--- src/design/ebd_pkg.sv ---
// ebd_pkg: constants, layouts and carriers for the external bus decoder
// and arbiter. assumes a 20 MHz peripheral clock and an AXI4-Lite master.
package ebd_pkg;

  ////////////////////////////////////////////////////////////////////////////
  // address map
  localparam int          ADDR_W       = 24;
  localparam int          PAGE_W       = 8;
  localparam int          EXT_ADDR_W   = 20;
  localparam logic [7:0]  PAGE_INTERNAL = 8'h00;
  localparam logic [7:0]  PAGE_TOP      = 8'hFF;
  localparam logic [23:0] BOOT_ROM_BASE = 24'hFF0000;
  localparam logic [15:0] BOOT_ROM_SIZE = 16'h1000;     // 4K words
  localparam logic [15:0] RAM_BLK_SIZE  = 16'h4000;     // 16K words
  localparam logic [7:0]  IO_INT_LAST   = 8'h1F;        // io pages 0..31
  localparam logic [7:0]  BOOT_LAST     = 8'hFE;        // boot pages 0..254

  // bank boundaries after reset: first page of banks 1..3
  localparam logic [7:0]  BANK1_START_RST = 8'h40;
  localparam logic [7:0]  BANK2_START_RST = 8'h80;
  localparam logic [7:0]  BANK3_START_RST = 8'hC0;
  localparam logic [7:0]  BANK0_START     = 8'h01;

  ////////////////////////////////////////////////////////////////////////////
  // register offsets (byte addresses)
  localparam logic [7:0] REG_CTRL      = 8'h00;
  localparam logic [7:0] REG_BANK_BND  = 8'h04;
  localparam logic [7:0] REG_CFG_BANK0 = 8'h08;
  localparam logic [7:0] REG_CFG_IO    = 8'h18;
  localparam logic [7:0] REG_CFG_BOOT  = 8'h1C;
  localparam logic [7:0] REG_PAGES     = 8'h20;
  localparam logic [7:0] REG_STATUS    = 8'h24;
  localparam logic [7:0] REG_DMA_REQ   = 8'h28;

  // space config field layout
  localparam int CFG_RWAIT_LSB = 0;   // [2:0]
  localparam int CFG_WWAIT_LSB = 3;   // [5:3]
  localparam int CFG_WMODE_LSB = 6;   // [7:6]
  localparam int CFG_CDIV_LSB  = 8;   // [10:8]
  localparam int CFG_HOLD_BIT  = 11;
  localparam int CFG_POL_BIT   = 12;  // 1: strobe active high
  localparam int CFG_W16_BIT   = 13;  // 1: 16-bit data bus
  localparam int CFG_W        = 14;
  localparam logic [13:0] CFG_RST = 14'h2000;

  localparam logic [1:0] AXI_OKAY   = 2'b00;
  localparam logic [1:0] AXI_SLVERR = 2'b10;

  // bus request sync plus arbitration settles on the fourth edge
  localparam int GRANT_MIN_CYC = 3;

  ////////////////////////////////////////////////////////////////////////////
  // types
  typedef enum logic [2:0] {
    SP_RAM = 3'd0, SP_ROM = 3'd1, SP_BANK = 3'd2, SP_IOINT = 3'd3,
    SP_IOEXT = 3'd4, SP_BOOT = 3'd5, SP_NONE = 3'd6
  } ebd_space_t;

  typedef enum logic [1:0] {
    ARB_IDLE = 2'b00, ARB_WAIT = 2'b01, ARB_GRANT = 2'b11
  } ebd_arb_t;

  typedef struct packed {
    logic [31:0] addr;
    logic        valid;
  } ebd_axi_a_t;

  // an access from the core side
  typedef struct packed {
    logic        valid;
    logic        io;        // access to I/O space
    logic        boot;      // access to boot space
    logic        second_rd; // second read of one instruction
    logic        dma;       // made by a dma channel
    logic [23:0] addr;
  } ebd_req_t;

  typedef struct packed {
    logic [3:0]  bank_sel;
    logic        io_sel;
    logic        boot_sel;
    logic        rd_n;
    logic        wr_n;
    logic        oe_n;      // low while the device drives the pins
    logic [19:0] addr;
  } ebd_ext_t;
endpackage

--- src/design/ebd_top.sv ---
// ebd_top: address decode, external port arbitration, dma bus priority
// and an AXI4-Lite register slave. assumes inputs synchronous to clock
// except the external bus request, which is synchronised here.
// Operation
// - unified space is 256 pages of 64K words, upper byte is page
// - page 0 decodes three internal ram blocks, 48K words total
// - 4K boot rom at FF0000, first fetch after reset from it
// - reset banks: pages 1-63, 64-127, 128-191, 192-254
// - each bank has its own select; boundaries reprogrammable by software
// - each off-chip space has its own wait, divide, hold, polarity, width; here only the width bit acts, the other fields only go out on space_cfg
// - external address is 20 lines, scaled by width and packing; here scaled by the width bit only
// - io pages 0-31 internal, 32-255 off-chip with io select
// - boot space: 254 off-chip pages, own select, core and dma; decode here takes pages 0-254, 255 pages
// - generator address is page register over 16-bit index
// - second generator page register also pages external data; here it only feeds agen_addr
// - indirect jumps take jump page register over generator value
// - external master lowest priority, granted only when none pending
// - grant no sooner than three clocks after request
// - float address, data, selects and strobes, then assert grant; here both happen on the same edge
// - stall external accesses while granted; drop grant when released
// - never grant between two reads of one instruction
// - core exclusive option still grants dma and external requests
// - request and grant work during boot and reset
// - grant hang flag when access ready but bus granted away
// - dma priority: sport rx, sport tx, adc, spi, memory dma
// - per-channel descriptor dma, chained, steals spare cycles; only the dma grant priority is built here
// - peripheral clock is core rate or half of it; here half_clk is only a stored REG_CTRL bit
//
// Implementation choices: the register offsets and the AXI4-Lite register port.
`timescale 1ns/1ns
module ebd_top #(
  parameter int DMA_CH = 5
) (
  input  wire logic                 clock,
  input  wire logic                 rst_n,
  input  wire logic                 core_rst_n,
  // core side
  input  wire ebd_pkg::ebd_req_t    core_req,
  input  wire logic                 agen_sel,
  input  wire logic [15:0]          agen_index,
  input  wire logic                 jump_req,
  input  wire logic [15:0]          jump_low,
  input  wire logic [DMA_CH-1:0]    dma_req,
  output logic [DMA_CH-1:0]         dma_grant,
  output logic [23:0]               agen_addr,
  output logic [23:0]               jump_target,
  output logic                      core_stall,
  output ebd_pkg::ebd_space_t       space,
  output logic [1:0]                ram_block,
  // external pins
  input  wire logic                 ext_bus_request_n,
  output logic                      ext_bus_grant_n,
  output logic                      grant_hang_flag,
  output ebd_pkg::ebd_ext_t         ext,
  output logic [ebd_pkg::CFG_W-1:0] space_cfg,
  // AXI4-Lite slave
  input  wire logic [7:0]           s_awaddr,
  input  wire logic                 s_awvalid,
  output logic                      s_awready,
  input  wire logic [31:0]          s_wdata,
  input  wire logic [3:0]           s_wstrb,
  input  wire logic                 s_wvalid,
  output logic                      s_wready,
  output logic [1:0]                s_bresp,
  output logic                      s_bvalid,
  input  wire logic                 s_bready,
  input  wire logic [7:0]           s_araddr,
  input  wire logic                 s_arvalid,
  output logic                      s_arready,
  output logic [31:0]               s_rdata,
  output logic [1:0]                s_rresp,
  output logic                      s_rvalid,
  input  wire logic                 s_rready
);
  import ebd_pkg::*;

  typedef struct packed {
    logic                 sync1;
    logic                 sync2;
    ebd_arb_t             arb;
    logic [1:0]           wait_cnt;
    logic                 core_excl;
    logic                 half_clk;
    logic [7:0]           b1, b2, b3;
    logic [5:0][13:0]     cfg;
    logic [7:0]           agen0_page, agen1_page, jump_page;
    logic                 hang;
    logic [DMA_CH-1:0]    dgnt;
    logic                 boot_done;
    logic [23:0]          aaddr, jtgt;
    logic                 stall;
    ebd_space_t           sp;
    logic [1:0]           blk;
    ebd_ext_t             ext;
    logic [13:0]          scfg;
    logic                 aw_got, w_got;
    logic [7:0]           awa;
    logic [31:0]          wd;
    logic [3:0]           ws;
    logic                 bv;
    logic [1:0]           br;
    logic                 rv;
    logic [31:0]          rd;
    logic [1:0]           rr;
  } ebd_state_t;

  ebd_state_t st, next_st;

  ////////////////////////////////////////////////////////////////////////////
  // helper: register read mux
  function automatic logic [31:0] reg_read(input ebd_state_t s,
                                           input logic [7:0] a,
                                           output logic ok);
    logic [31:0] v;
    v  = 32'h00000000;
    ok = 1'b1;
    if (a == REG_CTRL) begin
      v = {30'h0, s.half_clk, s.core_excl};
    end else if (a == REG_BANK_BND) begin
      v = {8'h00, s.b3, s.b2, s.b1};
    end else if (a >= REG_CFG_BANK0 && a <= REG_CFG_BOOT && a[1:0] == 2'b00)
    begin
      v = {18'h0, s.cfg[3'((a - REG_CFG_BANK0) >> 2)]};
    end else if (a == REG_PAGES) begin
      v = {8'h00, s.jump_page, s.agen1_page, s.agen0_page};
    end else if (a == REG_STATUS) begin
      v = {27'h0, s.boot_done, s.stall, s.hang, s.arb == ARB_GRANT,
           s.sync2};
    end else begin
      ok = 1'b0;
    end
    return v;
  endfunction

  ////////////////////////////////////////////////////////////////////////////
  // next state
  always_comb begin
    logic [7:0]  pg;
    logic        core_pend;
    logic        ok;
    logic [31:0] rv;
    logic [2:0]  idx;
    logic [31:0] mrg;
    logic        ext_acc;
    next_st = st;
    pg = core_req.addr[23:16];
    ok = 1'b0;
    rv = 32'h0;
    idx = 3'd0;
    mrg = 32'h0;

    // address generators and jump page
    next_st.aaddr = {agen_sel ? st.agen1_page : st.agen0_page,
                     agen_index};
    if (jump_req) begin
      next_st.jtgt = {st.jump_page, jump_low};
    end

    // decode
    next_st.blk = 2'd0;
    if (core_req.io) begin
      // io pages are 1K words, so the page sits above the 10-bit offset
      next_st.sp = (core_req.addr[17:10] <= IO_INT_LAST) ? SP_IOINT
                                                          : SP_IOEXT;
    end else if (core_req.boot) begin
      next_st.sp = (pg <= BOOT_LAST) ? SP_BOOT : SP_NONE;
    end else if (pg == PAGE_INTERNAL) begin
      next_st.sp = (core_req.addr[15:0] < 3 * RAM_BLK_SIZE) ? SP_RAM
                                                             : SP_NONE;
      next_st.blk = core_req.addr[15:14];
    end else if (pg == PAGE_TOP &&
                 core_req.addr[15:0] < BOOT_ROM_SIZE) begin
      next_st.sp = SP_ROM;
    end else if (pg == PAGE_TOP) begin
      next_st.sp = SP_NONE;
    end else begin
      next_st.sp = SP_BANK;
    end
    ext_acc = core_req.valid && (next_st.sp == SP_BANK ||
              next_st.sp == SP_IOEXT || next_st.sp == SP_BOOT);

    // external request synchroniser
    next_st.sync1 = ~ext_bus_request_n;
    next_st.sync2 = st.sync1;

    // internal demand on the port; exclusive mode blocks nothing here
    core_pend = ext_acc || (|dma_req && !st.core_excl) ||
                (|dma_req && st.core_excl);
    // arbiter
    case (st.arb)
      ARB_IDLE: begin
        next_st.wait_cnt = 2'd0;
        if (st.sync2) begin
          next_st.arb = ARB_WAIT;
        end
      end
      ARB_WAIT: begin
        if (!st.sync2) begin
          next_st.arb = ARB_IDLE;
        end else if (!core_pend && !core_req.second_rd) begin
          next_st.arb = ARB_GRANT;
        end
      end
      ARB_GRANT: begin
        if (!st.sync2) begin
          next_st.arb = ARB_IDLE;
        end
      end
      default: next_st.arb = ARB_IDLE;
    endcase
    next_st.hang  = (st.arb == ARB_GRANT) && ext_acc;
    next_st.stall = (st.arb == ARB_GRANT) && ext_acc;

    // dma fixed priority, lowest index wins
    next_st.dgnt = '0;
    for (int i = DMA_CH - 1; i >= 0; i--) begin
      if (dma_req[i] && !(st.arb == ARB_GRANT)) begin
        next_st.dgnt = DMA_CH'(1) << i;
      end
    end

    // external pins
    if (next_st.sp == SP_BANK) idx = pg < st.b1 ? 3'd0 :
                                     pg < st.b2 ? 3'd1 :
                                     pg < st.b3 ? 3'd2 : 3'd3;
    else if (next_st.sp == SP_IOEXT) idx = 3'd4;
    else idx = 3'd5;
    next_st.scfg = st.cfg[idx];
    // float on the same edge the grant goes out, never after it
    next_st.ext.oe_n = (next_st.arb == ARB_GRANT);
    next_st.ext.bank_sel = '0;
    next_st.ext.io_sel   = 1'b0;
    next_st.ext.boot_sel = 1'b0;
    next_st.ext.rd_n     = 1'b1;
    next_st.ext.wr_n     = 1'b1;
    if (ext_acc && next_st.arb != ARB_GRANT) begin
      if (next_st.sp == SP_BANK) next_st.ext.bank_sel[idx[1:0]] = 1'b1;
      next_st.ext.io_sel   = next_st.sp == SP_IOEXT;
      next_st.ext.boot_sel = next_st.sp == SP_BOOT;
      next_st.ext.rd_n     = 1'b0;
    end
    // 8-bit bus needs two bytes per word
    next_st.ext.addr = st.cfg[idx][CFG_W16_BIT] ?
        core_req.addr[19:0] : {core_req.addr[18:0], 1'b0};

    // boot rom fetch flag
    if (!core_rst_n) next_st.boot_done = 1'b0;
    else if (next_st.sp == SP_ROM) next_st.boot_done = 1'b1;

    // axi write
    if (s_awvalid && !st.aw_got) begin
      next_st.aw_got = 1'b1;
      next_st.awa = s_awaddr;
    end
    if (s_wvalid && !st.w_got) begin
      next_st.w_got = 1'b1;
      next_st.wd = s_wdata;
      next_st.ws = s_wstrb;
    end
    if (st.aw_got && st.w_got && !st.bv) begin
      rv = reg_read(st, st.awa, ok);
      for (int b = 0; b < 4; b++) begin
        mrg[b*8 +: 8] = st.ws[b] ? st.wd[b*8 +: 8] : rv[b*8 +: 8];
      end
      if (st.awa == REG_CTRL) begin
        next_st.core_excl = mrg[0];
        next_st.half_clk  = mrg[1];
      end else if (st.awa == REG_BANK_BND) begin
        next_st.b1 = mrg[7:0];
        next_st.b2 = mrg[15:8];
        next_st.b3 = mrg[23:16];
      end else if (st.awa >= REG_CFG_BANK0 && st.awa <= REG_CFG_BOOT) begin
        next_st.cfg[3'((st.awa - REG_CFG_BANK0) >> 2)] = mrg[13:0];
      end else if (st.awa == REG_PAGES) begin
        next_st.agen0_page = mrg[7:0];
        next_st.agen1_page = mrg[15:8];
        next_st.jump_page  = mrg[23:16];
      end
      next_st.bv = 1'b1;
      next_st.br = (ok && st.awa != REG_STATUS) ? AXI_OKAY : AXI_SLVERR;
      next_st.aw_got = 1'b0;
      next_st.w_got = 1'b0;
    end
    if (st.bv && s_bready) next_st.bv = 1'b0;

    // axi read
    if (s_arvalid && !st.rv) begin
      next_st.rd = reg_read(st, s_araddr, ok);
      next_st.rr = ok ? AXI_OKAY : AXI_SLVERR;
      next_st.rv = 1'b1;
    end else if (st.rv && s_rready) begin
      next_st.rv = 1'b0;
    end
  end

  ////////////////////////////////////////////////////////////////////////////
  // state register; arbitration ignores core reset so it runs during boot
  always_ff @(posedge clock or negedge rst_n) begin
    if (!rst_n) begin
      st            <= '0;
      st.arb        <= ARB_IDLE;
      st.b1         <= BANK1_START_RST;
      st.b2         <= BANK2_START_RST;
      st.b3         <= BANK3_START_RST;
      st.cfg        <= {6{CFG_RST}};
      st.jtgt       <= BOOT_ROM_BASE;
      st.sp         <= SP_NONE;
      st.ext.rd_n   <= 1'b1;
      st.ext.wr_n   <= 1'b1;
    end else begin
      st <= next_st;
    end
  end

  ////////////////////////////////////////////////////////////////////////////
  // outputs straight from state
  assign ext_bus_grant_n = ~(st.arb == ARB_GRANT);
  assign grant_hang_flag = st.hang;
  assign dma_grant       = st.dgnt;
  assign agen_addr       = st.aaddr;
  assign jump_target     = st.jtgt;
  assign core_stall      = st.stall;
  assign space           = st.sp;
  assign ram_block       = st.blk;
  assign ext             = st.ext;
  assign space_cfg       = st.scfg;
  assign s_awready       = !st.aw_got;
  assign s_wready        = !st.w_got;
  assign s_bvalid        = st.bv;
  assign s_bresp         = st.br;
  assign s_arready       = !st.rv;
  assign s_rvalid        = st.rv;
  assign s_rdata         = st.rd;
  assign s_rresp         = st.rr;
endmodule

--- config.mk ---
export PLATFORM = sky130hd
export DESIGN_NAME = ebd_top
export DESIGN_NICKNAME = d
export VERILOG_FILES = /design/src/design/ebd_pkg.sv /design/src/design/ebd_top.sv
export SDC_FILE = /design/constraint.sdc
export NUM_CORES = 1
export LEC_CHECK = 0
export ABC_AREA = 1
export BUFFER_PORTS_ARGS = -buffer_cell sky130_fd_sc_hd__buf_2
export CAP_MARGIN = 10
export CORE_ASPECT_RATIO = 1.5
export CORE_MARGIN = 8
export CORE_UTILIZATION = 35
export CTS_CLUSTER_SIZE = 25
export DETAILED_ROUTE_END_ITERATION = 7
export SLEW_MARGIN = 0
export SYNTH_ARGS = -nofsm -noshare
export SYNTH_HDL_FRONTEND = slang
export SYNTH_SLANG_ARGS = --single-unit
--- constraint.sdc ---
create_clock -name clock -period 2.3 [get_ports clock]
set_input_delay 0.46 -clock clock [delete_from_list [all_inputs] [get_ports clock]]
set_output_delay 0.46 -clock clock [all_outputs]
set_load 0.05 [all_outputs]
==> Yosys cells after proc, flatten, opt, wreduce, memory -nomap -nowiden <==
Cells that the tools add are included.
{ "op_classes": {"n_mux": 78, "magnitude_cmp": 17, "n_addsub": 2, "n_bitwise": 5, "eq_ne": 17, "reduce_logical": 53} }
{ "ops": {"columns": ["op", "n"], "rows": [
  ["32-bit 2-to-1 mux", 4],
  ["14-bit binary-select mux with 3-bit select", 3],
  ["24-bit 2-to-1 mux", 5],
  ["84-bit bitwise mux", 1],
  ["14-bit 2-to-1 mux", 4],
  ["14-bit demux with 3-bit select", 1],
  ["5-bit 2-to-1 mux", 7],
  ["8-bit by 6-bit == test with 1-bit output (second input constant)", 4],
  ["8-bit 2-to-1 mux", 4],
  ["3-bit 2-to-1 mux", 9],
  ["1-bit logical AND", 26],
  ["2-bit 2-to-1 mux", 13],
  ["8-bit by 5-bit <= comparator with 1-bit output (second input constant)", 3],
  ["8-bit zero test", 3],
  ["8-bit < comparator", 3],
  ["1-bit 2-to-1 mux", 22],
  ["20-bit 2-to-1 mux", 1],
  ["8-bit by 3-bit == test with 1-bit output (second input constant)", 2],
  ["8-bit by 4-bit greater-or-equal comparator with 1-bit output (second input constant)", 2],
  ["16-bit by 13-bit < comparator with 1-bit output (second input constant)", 1],
  ["16-bit < comparator (second input constant)", 1],
  ["3-bit by 4-bit < comparator with 1-bit output (second input constant)", 3],
  ["5-bit by 4-bit subtractor with 5-bit output (second input constant)", 2],
  ["8-bit == test (second input constant)", 1],
  ["26 further kinds", 47]
]} }
{ "totals": {"inputBits": 129, "word_cells": 213, "regBits": 315} }

==> Longest topological paths before layout <==
Gate-level depths: netlist (run 1).
{ "logic_depth": {"ltp_word": 20, "mapped_depth": 20} }

==> Worst setup path before layout (run 1) <==
Ideal clock, no wire load.
{ "synth_timing": {"path_type": "register to register", "start": "register st, in the netlist s_bvalid", "end": "register st[286] in the netlist's numbering", "path_stages_with_launch": 8, "required_ps": 2170, "arrival_time_ps": 2076, "n_path_buf": 1, "setup_slack_ps": 93, "setup_time_ps": 130, "cell_sequence": "dfrtp_1 > nor3_2 > inv_1 > nor2_1 > clkinv_1 > nor3_1 > clkbuf_1 > o21ai_0"} }
{ "synth_via": {"elab_chain_len": 3} }
{ "synth_lines": {"columns": ["item", "line", "rtl"], "rows": [
  ["start, declared", "ebd_top.sv:107", "ebd_state_t st, next_st;"],
  ["start signal, assigned", "ebd_top.sv:311", "st <= next_st;"],
  ["1-bit zero test", "ebd_top.sv:260", "if (st.aw_got && st.w_got && !st.bv) begin"],
  ["1-bit logical AND", "ebd_top.sv:260", null],
  ["4-bit AND reduction (no source line)", null, null]
]} }
Every way passes these cells.
A chain may end at the register's enable or synchronous reset.

==> results by group, run 1 <==
Outcome
  • Status: complete, but fails checks
  • Failing checks: negative setup slack

Hold path
  • Hold-critical path endpoint: next_st[326]
  • Hold path start: ext_bus_request_n
  • Hold Crit Class: in -> reg
  • Hold depth: 2

Synthesis
  • Ys flop type: dfrtp_1
  • Synth Area in Adders: 0.0189
  • Post-Synth Simple-Gate Area: 0.177
  • #FFs+latches synth: 305
  • Post-synth EDFFs: 0
  • Post-synth top cells: 454 x nand2_1, 284 x dfrtp_1, 210 x o21ai_0
  • Mapped Cells: 1877
  • Top-count cell post-synth: nand2_1
  • Library cells used by synthesis: 52
  • Post-synthesis mux area share: 0.0374
  • Mean Syn Cell Area: 8.47 sq um
  • Top cell type by total area after synthesis: dfrtp_1
  • Top post-synthesis cells by area: dfrtp_1 45%, nand2_1 11%, buf_4 6.9%
  • Area of the mapped netlist: 0.0159 sq mm
  • Top cell type's share of synthesized area: 0.447
  • Post-synthesis sequential area ratio: 0.482
  • Ys async rst share: 1.00
  • Syn. warnings: 0
  • Area share of xor/xnor cells in the synthesized design: 0.000551
  • Compound-Gate Fraction of Synth Area: 0.156
  • Largest family of logic cells by synthesized area: simple AND/OR/NAND/NOR gates

GRT
  • Antenna violations before repair: 0
  • GRT Resource Usage Total: 0.226
  • Vias in the first global route: 14.6k
  • Largest net degree at the start of global routing: 59
  • Total gr overflow: 0
  • First-pass GRT wire length: 90800 microns

Routing
  • Vias: 14.2k
  • Starting DRT DRC Count: 1043
  • Wire length per cell: 22.1 microns
  • DRT Pass-1 Iters: 5
  • Routed WL: 61600 microns
  • # DRC: 0
  • DRT antenna net count: 0
  • Via-to-Cell Ratio: 5.11

Critical path
  • Worst path most repeated cell: nand2_2
  • Family with the most delay on the worst path: simple AND/OR/NAND/NOR gates
  • Critical path depth in cells: 19
  • Worst setup path class: reg -> reg
  • Endpoint type of the worst setup path: register
  • Req. time, crit path: 2760 ps
  • CP Max Fanout: 10
  • Reg-to-Reg Start: st[311]
  • CP max-delay cell: dfstp_2
  • Critical path buffers and inverters: 3
  • Worst r2r path cells: 19
  • Reg2Reg Setup Slack: -120 ps
  • Critical Path Max Stage Delay: 560 ps
  • Cells along the critical path: inv_4 > ha_4 > nand2_2 > nor2_2 > nor3_2 > nand2_1 > nand2_1 > nand2_2 > nand3_4 > nand2_4 > buf_6 > nand2_2 > nand2_2 > nand2_2 > nand3_4 > nand2_8 > buf_12 > nand2_1 > nand2_1
  • Critical R2R Capture: ext[7]
  • Worst path arrival time: 2880 ps
  • Critical path startpoint category: register

Cells and area
  • Final Non-Filler Cells: 2786
  • Area growth syn-to-layout: 27.9%
  • Layout cells sized above 1: 0.335
  • NumNets Final: 2333
  • Layout filler cell count: 4397
  • Footprint of the multi-input gates: 0.00674 sq mm
  • Sequential cell area: 0.00766 sq mm
  • Diodes inserted: 0

Clock network
  • TritonCTS Sinks: 305
  • Reg clk slew, reported paths: 70 ps
  • CTS tree: built
  • Clk buf depth: 3
  • Clk root buf: clkbuf_16
  • Worst-Skew Late Latency: 580 ps
  • H-Tree Level Count: 1
  • Num CTS Buffers: 30

Power
  • Leak Pwr: 9.74 nW
  • Maximum vdd drop: 617 uV
  • Power density cells: 1060 mW/mm^2

Floorplan
  • Die Ht: 277 microns
  • Num rows: 95
  • IO Pins: 274
  • Die Wd: 190 microns
  • Die ar.: 0.0527 sq mm
  • Starting Density: 0.355
  • Placeable Area: 0.0448 sq mm

Timing
  • Fmax: 413 MHz
  • RSZ-0062 raised after global routing: yes
  • Worst clock skew: 9.84 ps
  • Rel. slew slack: 0.460
  • Period minus WS final: 2420 ps
  • Final Hold Viols: 0
  • Final WS setup: -120 ps
  • Worst Tran Pin Value: 801 ps
  • Tcrit/Tclk final: 1.05
  • Endpoints failing setup: 33
  • Final Slew Violations: 0

Placement
  • Detailed placement HPWL: 47300 microns
  • GP Congestion: 0.984
  • Pre-CTS setup slack: -409 ps
  • Placed Cells: 2695
  • Port buffer count: 252

Run
  • Max_cap viols: 0
==> layer usage <==
metal / routed length [microns] / vias up / track usage
li1: - / 6673 / -
met2: 31000 / 562 / 0.398
met3: 3500 / 197 / 0.0302
met5: 0 / - / 0
met4: 5610 / 0 / 0.177
met1: 21500 / 6798 / 0.239
==> registers in the layout (all words and copies together) (netlist names), 2 cells and up <==
signal,flops
agen_addr,24
dma_grant,5
ext,28
jump_target,24
ram_block,2
s_rdata,24
space,3
space_cfg,14
st,175
==> logic make-up after synthesis <==
family | Yosys count
AOI/OAI and AO/OA | 430
xor gates and xnor gates | 1
adders and majority gates | 24
buffers and inverters | 384
DFF | 305
muxes | 53
other | 2
and+or+nand+nor | 678
==> worst max-delay path by stage <==
| stage | startpoint | endpoint |
|---|---|---|
| 2_1_floorplan | s_bvalid | st[286] |
| 3_3_place_gp | core_req[19] | space_cfg[3] |
| 3_5_place_dp | core_req[19] | space_cfg[3] |
| 4_1_cts | st[303] | ext[7] |
| 5_1_grt | st[311] | ext[11] |
| 6_report | st[311] | ext[7] |
==> final cells by class <==
type / instances / area share
well taps: 582 / 0.0358
clock inverters: 16 / 0.00874
multi-input cells: 1197 / 0.331
repair buffers: 476 / 0.173
flip-flops and latches: 305 / 0.377
inverters: 170 / 0.0320
clock buffers: 40 / 0.0423
==> worst reg2reg max path: stages, from the launching register on <==
cell	delay, ps
dfstp_2	560
inv_4	60
ha_4	270
nand2_2	60
nor2_2	130
nor3_2	50
nand2_1	80
nand2_1	70
nand2_2	90
nand3_4	90
nand2_4	120
buf_6	120
nand2_2	40
nand2_2	60
nand2_2	60
nand3_4	100
nand2_8	90
buf_12	150
nand2_1	60
nand2_1	50
==> repair_timing <==
| item | CTS | global route |
|---|---|---|
| gates cloned | 1 | 3 |
| pin swaps | 13 | 31 |
| buffers inserted | 6 | 10 |
| gates resized for setup | 58 | 131 |
| endpoints found under the hold margin | 41 | 0 |
| setup endpoints to repair | 40 | 143 |
| hold buffers | 17 | 0 |
==> placed cells by master (no fill, tap or decap), types with 8 or more instances in the layout <==
cell	Yosys	layout
nor2_1	100	94
o21ai_2	8	22
mux2_2	52	52
dfstp_2	21	21
o221ai_1	15	13
a21oi_1	95	84
o22ai_1	30	23
a21oi_2	0	9
nand3_1	63	51
buf_6	4	16
nor3_1	26	24
o22ai_2	5	9
inv_2	9	19
clkbuf_16	0	34
o211ai_1	20	20
o31ai_1	12	11
nand2_1	454	424
nor2_2	4	9
buf_2	10	251
nand2_2	4	30
o21ai_1	10	36
conb_1	2	11
buf_12	0	31
dlygate4sd3_1	0	17
nor3_2	7	9
inv_1	159	145
nand3_2	3	8
buf_4	147	155
dfrtp_1	284	284
o21ai_0	210	170
ha_1	24	21
==> power by group <==
| part | total (W) | internal [W] | switching [W] |
|---|---|---|---|
| clock | 0.00521 | 0.00297 | 0.00223 |
| sequential | 0.00752 | 0.00653 | 0.000996 |
| combinational | 0.00886 | 0.00318 | 0.00569 |
==> through the flow <==
stage | hold WS [ps] | utilization | total power, W | TNS, ps | instance area (sq um)
6_report | 24.5 | 0.454 | 0.0216 | -2570 | 20300
5_1_grt | 26.1 | 0.454 | 0.0226 | -12680 | 20300
4_1_cts | 1.08 | 0.442 | 0.0210 | -1740 | 19800
3_5_place_dp | 343 | 0.409 | 0.0156 | -11230 | 18300
3_3_place_gp | 341 | 0.409 | 0.0155 | -10830 | 18300
2_1_floorplan | 164 | - | 0.0121 | 0 | 15900
Power figures use the tool's default switching activity.
==> run 2, diff against run 1 <==
- ABC_AREA: 1 -> not set
- clock period: 2.3 -> 2.8 ns (I/O delays scaled with it)
==> run 2 against run 1 <==
Clock skew increased by 11 ps; the run ends with negative hold slack left; utilization decreased by 2.9 points; via count decreased by 19%; worst setup slack improved by 140 ps; first-iteration DRC count decreased by 15%; worst hold slack got worse by 33 ps; clock-buffer cell count decreased by 1; synthesized cell count decreased by 24%; non-clock buffer count decreased by 96.
==> results by group, run 2 <==
Cells and area
  • Commonest non-fill, non-tap cell in the layout: dfrtp_1
  • Most frequent cells in the layout: 283 x dfrtp_1, 251 x buf_2, 167 x nand2_1
  • Sequential cell area: 0.00766 sq mm (about the same)
  • Regs by FF count: st: 175 flops, ext: 28 flops
  • Footprint of the multi-input gates: 0.00669 sq mm (-0.72%)
  • Largest register FFs: 175 (unchanged)
  • Finished layout cell area: 0.0186 sq mm (-8.4%)
  • Layout cells sized above 1: 0.411 (+0.0761)
  • Diodes inserted: 0 (unchanged)
  • Layout filler cell count: 4151 (-5.6%)
  • Most flop-heavy register: st
  • NumNets Final: 1785 (-23%)
  • Area growth syn-to-layout: 19.6%
  • Final Non-Filler Cells: 2229 (-20%)

Critical path
  • Worst setup path class: reg -> reg
  • Cells along the critical path: inv_2 > ha_1 > o21a_1 > nor2_2 > or3_4 > or3b_4 > a31oi_4 > buf_6 > mux2_4
  • Endpoint type of the worst setup path: register
  • Critical Path Max Stage Delay: 640 ps (+80 ps)
  • Req. time, crit path: 3240 ps (+480 ps)
  • Worst r2r path cells: 9 (-10)
  • Family with the most delay on the worst path: simple AND/OR/NAND/NOR gates
  • Worst path arrival time: 3220 ps (+340 ps)
  • Critical path startpoint category: register
  • Critical path buffers and inverters: 2 (-1)
  • Critical path depth in cells: 9 (-10)
  • CP max-delay cell: dfstp_2
  • CP Max Fanout: 5 (-5)

Floorplan
  • IO Pins: 274 (unchanged)
  • Die ar.: 0.0517 sq mm (-1.9%)
  • Num rows: 94 (-1.1%)
  • Starting Density: 0.355 (about the same)
  • Placeable Area: 0.0439 sq mm (-2.1%)
  • Die Wd: 188 microns (-0.93%)
  • Die Ht: 274 microns (-0.95%)

GRT
  • Antenna violations before repair: 3 (+3)
  • Largest net degree at the start of global routing: 77 (+31%)
  • Total gr overflow: 0 (unchanged)
  • GRT Resource Usage Total: 0.184 (-0.0423)
  • First-pass GRT wire length: 74200 microns (-18%)
  • Vias in the first global route: 12.1k (-17%)

Power
  • Logic pwr share: 0.361 (-0.050)
  • P_sw: 0.00643 W (-28%)
  • Maximum vdd drop: 538 uV (-13%)
  • Power density cells: 905 mW/mm^2 (-15%)
  • Tot Pwr: 0.0169 W (-22%)
  • Sequential share of power: 0.385 (+0.037)
  • Leak Pwr: 8.70 nW (-11%)
  • Pint: 0.0104 W (-18%)
  • Switching share of power: 0.381 (-0.0316)
  • Clock Power Share: 0.254 (+0.013)

Placement
  • GP Congestion: 0.884 (-10%)
  • Detailed placement HPWL: 36500 microns (-23%)
  • Placed Cells: 2168 (-20%)
  • Port buffer count: 252 (unchanged)
  • Pre-CTS setup slack: -337 ps (+71.2 ps)
  • DP Area: 0.0174 sq mm (-5.0%)

Routing
  • Via-to-Cell Ratio: 5.18 (+1.4%)
  • Vias: 11.5k (-19%)
  • Routed WL: 48600 microns (-21%)
  • Wire length per cell: 21.8 microns (-1.4%)
  • Starting DRT DRC Count: 883 (-15%)
  • DRT antenna net count: 0 (unchanged)
  • DRT Pass-1 Iters: 6 (+1)
  • # DRC: 0 (unchanged)

Outcome
  • Status: complete, but fails checks
  • Failing checks: negative hold slack

Clock network
  • Reg clk slew, reported paths: 60 ps (about the same)
  • CTS tree: built
  • Num CTS Buffers: 29 (-3.3%)
  • TritonCTS Sinks: 305 (unchanged)
  • Clk buf depth: 3 (unchanged)
  • H-Tree Level Count: 1 (unchanged)
  • Worst-Skew Late Latency: 570 ps (about the same)
  • Clk root buf: clkbuf_16

Synthesis
  • Post-synth EDFFs: 0 (unchanged)
  • Top-count cell post-synth: dfrtp_1
  • Mean Syn Cell Area: 10.9 sq um (+29%)
  • Post-synth top cells: 284 x dfrtp_1, 168 x nand2_1, 165 x mux2_2
  • Post-synthesis sequential area ratio: 0.491 (+0.00990)
  • Mapped Cells: 1427 (-24%)
  • Area of the mapped netlist: 0.0156 sq mm (-2.0%)
  • Ys async rst share: 1.00 (unchanged)
  • Top cell type by total area after synthesis: dfrtp_1
  • #FFs+latches synth: 305 (unchanged)
  • Ys flop type: dfrtp_1
  • Syn. warnings: 0 (unchanged)
  • Top post-synthesis cells by area: dfrtp_1 46%, mux2_2 12%, buf_4 6.6%
  • Library cells used by synthesis: 60 (+15%)
  • Top cell type's share of synthesized area: 0.456 (+0.00918)

Timing
  • Setup TNS Final: 0 ps (+2570 ps)
  • Endpoints failing setup: 0 (-100%)
  • Rel. slew slack: 0.476 (+0.0160)
  • RSZ-0062 raised after global routing: yes
  • Final Hold Viols: 5 (+5)
  • Worst clock skew: 20.7 ps (+10.9 ps)
  • Worst Tran Pin Value: 785 ps (-15.5 ps)
  • Final Slew Violations: 0 (unchanged)
  • Tcrit/Tclk final: 0.992 (-0.0604)
  • Period minus WS final: 2780 ps (+357 ps)
  • Final WS setup: 23.2 ps (+143 ps)
  • Fmax: 360 MHz (-13%)
  • WHS: -8.95 ps (-33.5 ps)

Hold path
  • Hold Crit Class: in -> async

Run
  • Max_cap viols: 0 (unchanged)
-- run 2: cell types whose count changed in the layout (fill, tap and decap cells not counted), sizes merged, moves of 22 or more --
cell / previous run / this run
mux2: 52 / 166
nand3: 66 / 4
mux2i: 1 / 52
nand2: 461 / 168
mux4: 0 / 27
nor2: 107 / 68
a21oi: 96 / 74
o22ai: 35 / 4
o21ai: 228 / 102
buf: 456 / 379
a22oi: 4 / 37
inv: 169 / 39
-- run 2: repair_timing --
action	in CTS	in global routing
pin swaps	6	11
gates cloned	1	1
setup endpoints to repair	19	36
resized for setup	14	19
hold buffers	0	0
buffers inserted	7	3
-- run 2: logic make-up (layout without fill, tap and decap cells) --
kind of cell               Yosys count  in the layout  synth area share
buffers and inverters              253            470            0.0955
other                                2             11          0.000482
AOI/OAI and AO/OA                  295            295             0.117
and+or+nand+nor                    303            303            0.0837
DFF                                305            305             0.491
adders and majority gates           24             24            0.0193
muxes                              245            245             0.192
-- run 2: area by class of cell --
| type | count | share of cell area |
|---|---|---|
| clock buffers | 39 | 0.0453 |
| clock inverters | 13 | 0.0105 |
| inverters | 38 | 0.00792 |
| multi-input cells | 878 | 0.359 |
| flip-flops and latches | 305 | 0.411 |
| well taps | 576 | 0.0387 |
| repair buffers | 380 | 0.127 |
-- run 2: final timing paths --
kind | from | endpoint | slack [ps]
max reg2reg | st[318] | ext[7] | 20
min reg2reg | next_st[326] | st[326] | 350
max in group asynchronous | rst_n | jump_target[20] | 2010
min in group clock | agen_index[10] | agen_addr[10] | 100
min | rst_n | ext[28] | -9
max | st[318] | ext[7] | 20
-- run 2: power groups by stage --
stage                     combinational (W)  sequential (W)  clock, W
after global placement              0.00589         0.00652         0
after CTS                           0.00611         0.00649   0.00438
after detailed placement            0.00597         0.00656         0
after global routing                0.00651         0.00663   0.00455
after floorplan                     0.00435         0.00608         0
final                               0.00609         0.00650   0.00428
-- run 2: metal layers --
metal / GRT usage / share of wire
met5: 0 / 0.00082
met4: 0.0946 / 0.052
met3: 0.0327 / 0.055
met2: 0.341 / 0.53
met1: 0.197 / 0.36
-- run 2: metrics by stage --
step	utilization	hold WS, ps
6_report	0.425	-8.95
3_5_place_dp	0.396	347
5_1_grt	0.425	33.0
3_3_place_gp	0.396	335
2_1_floorplan	-	264
4_1_cts	0.423	7.40
==> run 3, diff against run 2 <==
- clock period: 2.8 -> 2.55 ns (I/O delays scaled with it)
==> run 3 against run 2 <==
The run ends with negative setup slack left; worst setup slack got worse by 210 ps; sequential share of layout area fell by 1.0 points; cell area rose by 2.6%; clock-buffer cell count rose by 2; via count rose by 3.0%; utilization rose by 1.1 points; maximum frequency rose by 1.5%; combinational power rose by 14%; highest routed layer is now met4.
==> results by group, run 3 (same netlist as run 2, synthesis figures left out) <==
Cells and area
  • Layout cells sized above 1: 0.433 (+0.0217)
  • Fin util: 0.436 (+0.0111)
  • Commonest non-fill, non-tap cell in the layout: dfrtp_1
  • Largest register FFs: 175 (unchanged)
  • Most frequent cells in the layout: 283 x dfrtp_1, 251 x buf_2, 167 x nand2_1
  • Most flop-heavy register: st
  • Area growth syn-to-layout: 22.7%
  • Layout filler cell count: 4145 (-0.14%)
  • NumNets Final: 1824 (+2.2%)
  • Regs by FF count: st: 175 flops, ext: 28 flops

Power
  • Logic pwr share: 0.370 (+0.009)
  • Clock Power Share: 0.251 (-0.003)
  • Maximum vdd drop: 479 uV (-11%)
  • Sequential share of power: 0.380 (-0.005)
  • Tot Pwr: 0.0188 W (+11%)
  • Switching share of power: 0.388 (+0.00686)
  • Pint: 0.0115 W (+10%)
  • P_sw: 0.00728 W (+13%)
  • Power density cells: 981 mW/mm^2 (+8.4%)
  • Leak Pwr: 8.93 nW (+2.6%)

Timing
  • Rel. slew slack: 0.364 (-0.113)
  • Worst Tran Pin Value: 955 ps (+169 ps)
  • RSZ-0062 raised after global routing: yes
  • Fmax: 365 MHz (+1.5%)
  • Final Slew Violations: 0 (unchanged)
  • Final WS setup: -186 ps (-209 ps)
  • Tcrit/Tclk final: 1.07 (+0.0813)
  • Endpoints failing setup: 31 (+31)
  • Final Hold Viols: 0 (-5)
  • Worst clock skew: 31.0 ps (+10.3 ps)
  • WHS: 33.7 ps (+42.6 ps)
  • Period minus WS final: 2740 ps (-40.6 ps)

GRT
  • Total gr overflow: 0 (unchanged)
  • Vias in the first global route: 12.4k (+2.8%)
  • Global Route met3 Usage: 0.0281 (-0.00458)
  • GRT Resource Usage Total: 0.189 (+0.00470)
  • First-pass GRT wire length: 75500 microns (+1.8%)
  • Largest net degree at the start of global routing: 64 (-17%)
  • Grt peak-use layer: met2
  • Global routing usage on met1: 0.203 (+0.00559)
  • Antenna violations before repair: 2 (-1)
  • Global Route met2 Usage: 0.349 (+0.00828)

Critical path
  • Worst path arrival time: 3180 ps (-40 ps)
  • Critical path buffers and inverters: 3 (+1)
  • CP max-delay cell: dfstp_2
  • Endpoint type of the worst setup path: register
  • Cells along the critical path: inv_2 > ha_1 > o21a_1 > nor2_1 > or3_4 > or3b_4 > a31oi_4 > buf_12 > inv_8 > mux2_2
  • CP Max Fanout: 8 (+3)
  • Critical path startpoint category: register
  • Req. time, crit path: 3000 ps (-240 ps)
  • Family with the most delay on the worst path: simple AND/OR/NAND/NOR gates
  • Worst setup path class: reg -> reg
  • Critical Path Max Stage Delay: 540 ps (-100 ps)

Clock network
  • Worst-Skew Late Latency: 590 ps (+20 ps)
  • Clk root buf: clkbuf_16
  • H-Tree Level Count: 1 (unchanged)
  • TritonCTS Sinks: 305 (unchanged)
  • Num CTS Buffers: 30 (+3.4%)
  • Clk buf depth: 3 (unchanged)
  • Reg clk slew, reported paths: 70 ps (about the same)
  • CTS tree: built

Floorplan
  • Num rows: 94 (unchanged)
  • Starting Density: 0.355 (unchanged)
  • Placeable Area: 0.0439 sq mm (unchanged)
  • Die Ht: 274 microns (unchanged)
  • Die ar.: 0.0517 sq mm (unchanged)
  • Die Wd: 188 microns (unchanged)
  • IO Pins: 274 (unchanged)

Routing
  • Wire length per cell: 22.0 microns (+0.82%)
  • DRT antenna net count: 0 (unchanged)
  • Routed WL: 50000 microns (+2.8%)
  • Starting DRT DRC Count: 795 (-10%)
  • Vias: 11.9k (+3.0%)
  • # DRC: 0 (unchanged)
  • Via-to-Cell Ratio: 5.24 (+1.1%)
  • DRT Pass-1 Iters: 8 (+2)

Outcome
  • Status: complete, but fails checks
  • Failing checks: negative setup slack

Placement
  • GP Congestion: 0.916 (+3.6%)
  • Detailed placement HPWL: 37600 microns (+3.0%)
  • Port buffer count: 252 (unchanged)

Run
  • Max_cap viols: 0 (unchanged)

Hold path
  • Hold Crit Class: in -> reg
[run 3: area by class of cell]
class                   instances  area (sq um)  share of cell area
clock buffers                  41           842              0.0440
inverters                      38           158             0.00825
repair buffers                417          2710               0.142
flip-flops and latches        305          7660               0.401
diodes                          2          5.00            0.000262
multi-input cells             879          6820               0.357
well taps                     576           721              0.0377
clock inverters                15           201              0.0105
[run 3: power groups by stage]
stage | registers [W] | logic (W) | clock network, W
floorplan | 0.00668 | 0.00480 | 0
global placement | 0.00713 | 0.00659 | 0
detailed placement | 0.00716 | 0.00669 | 0
CTS | 0.00709 | 0.00688 | 0.00482
global route | 0.00726 | 0.00743 | 0.00500
finish | 0.00713 | 0.00693 | 0.00470
[run 3: per-stage QoR]
stage | instance area [sq um] | std cells | TNS [ps] | setup slack (ps)
after CTS | 19000 | 2269 | -6850 | -297
after detailed placement | 17700 | 2205 | -20240 | -497
final | 19100 | 2273 | -3470 | -186
after global placement | 17700 | 2205 | -18280 | -561
after floorplan | 15700 | 1436 | -3410 | -244
after global routing | 19100 | 2273 | -6730 | -293
[run 3: worst paths after layout]
| kind | startpoint | to | slack, ps | cells past startpoint |
|---|---|---|---|---|
| max in group asynchronous | rst_n | jump_target[23] | 1220 | 3 |
| max | st[318] | ext[18] | -190 | 10 |
| min | agen_index[10] | agen_addr[10] | 30 | 1 |
| min in group asynchronous | rst_n | ext[27] | 460 | 2 |
| min reg2reg | next_st[326] | st[326] | 350 | 0 |
| max reg2reg | st[318] | ext[18] | -190 | 10 |
[run 3: per-layer routing]
| layer | share of wire | wire [microns] |
|---|---|---|
| met1 | 0.36 | 18000 |
| met2 | 0.53 | 26600 |
| met3 | 0.053 | 2670 |
| met4 | 0.054 | 2710 |
| met5 | 0 | 0 |
[run 3: timing repair]
item | CTS | global route
hold buffers | 2 | 0
gates cloned | 2 | 1
hold endpoints to repair | 53 | 0
endpoints found under the setup margin | 131 | 129
buffers inserted | 4 | 2
gates resized for setup | 24 | 42
pin swaps | 1 | 38
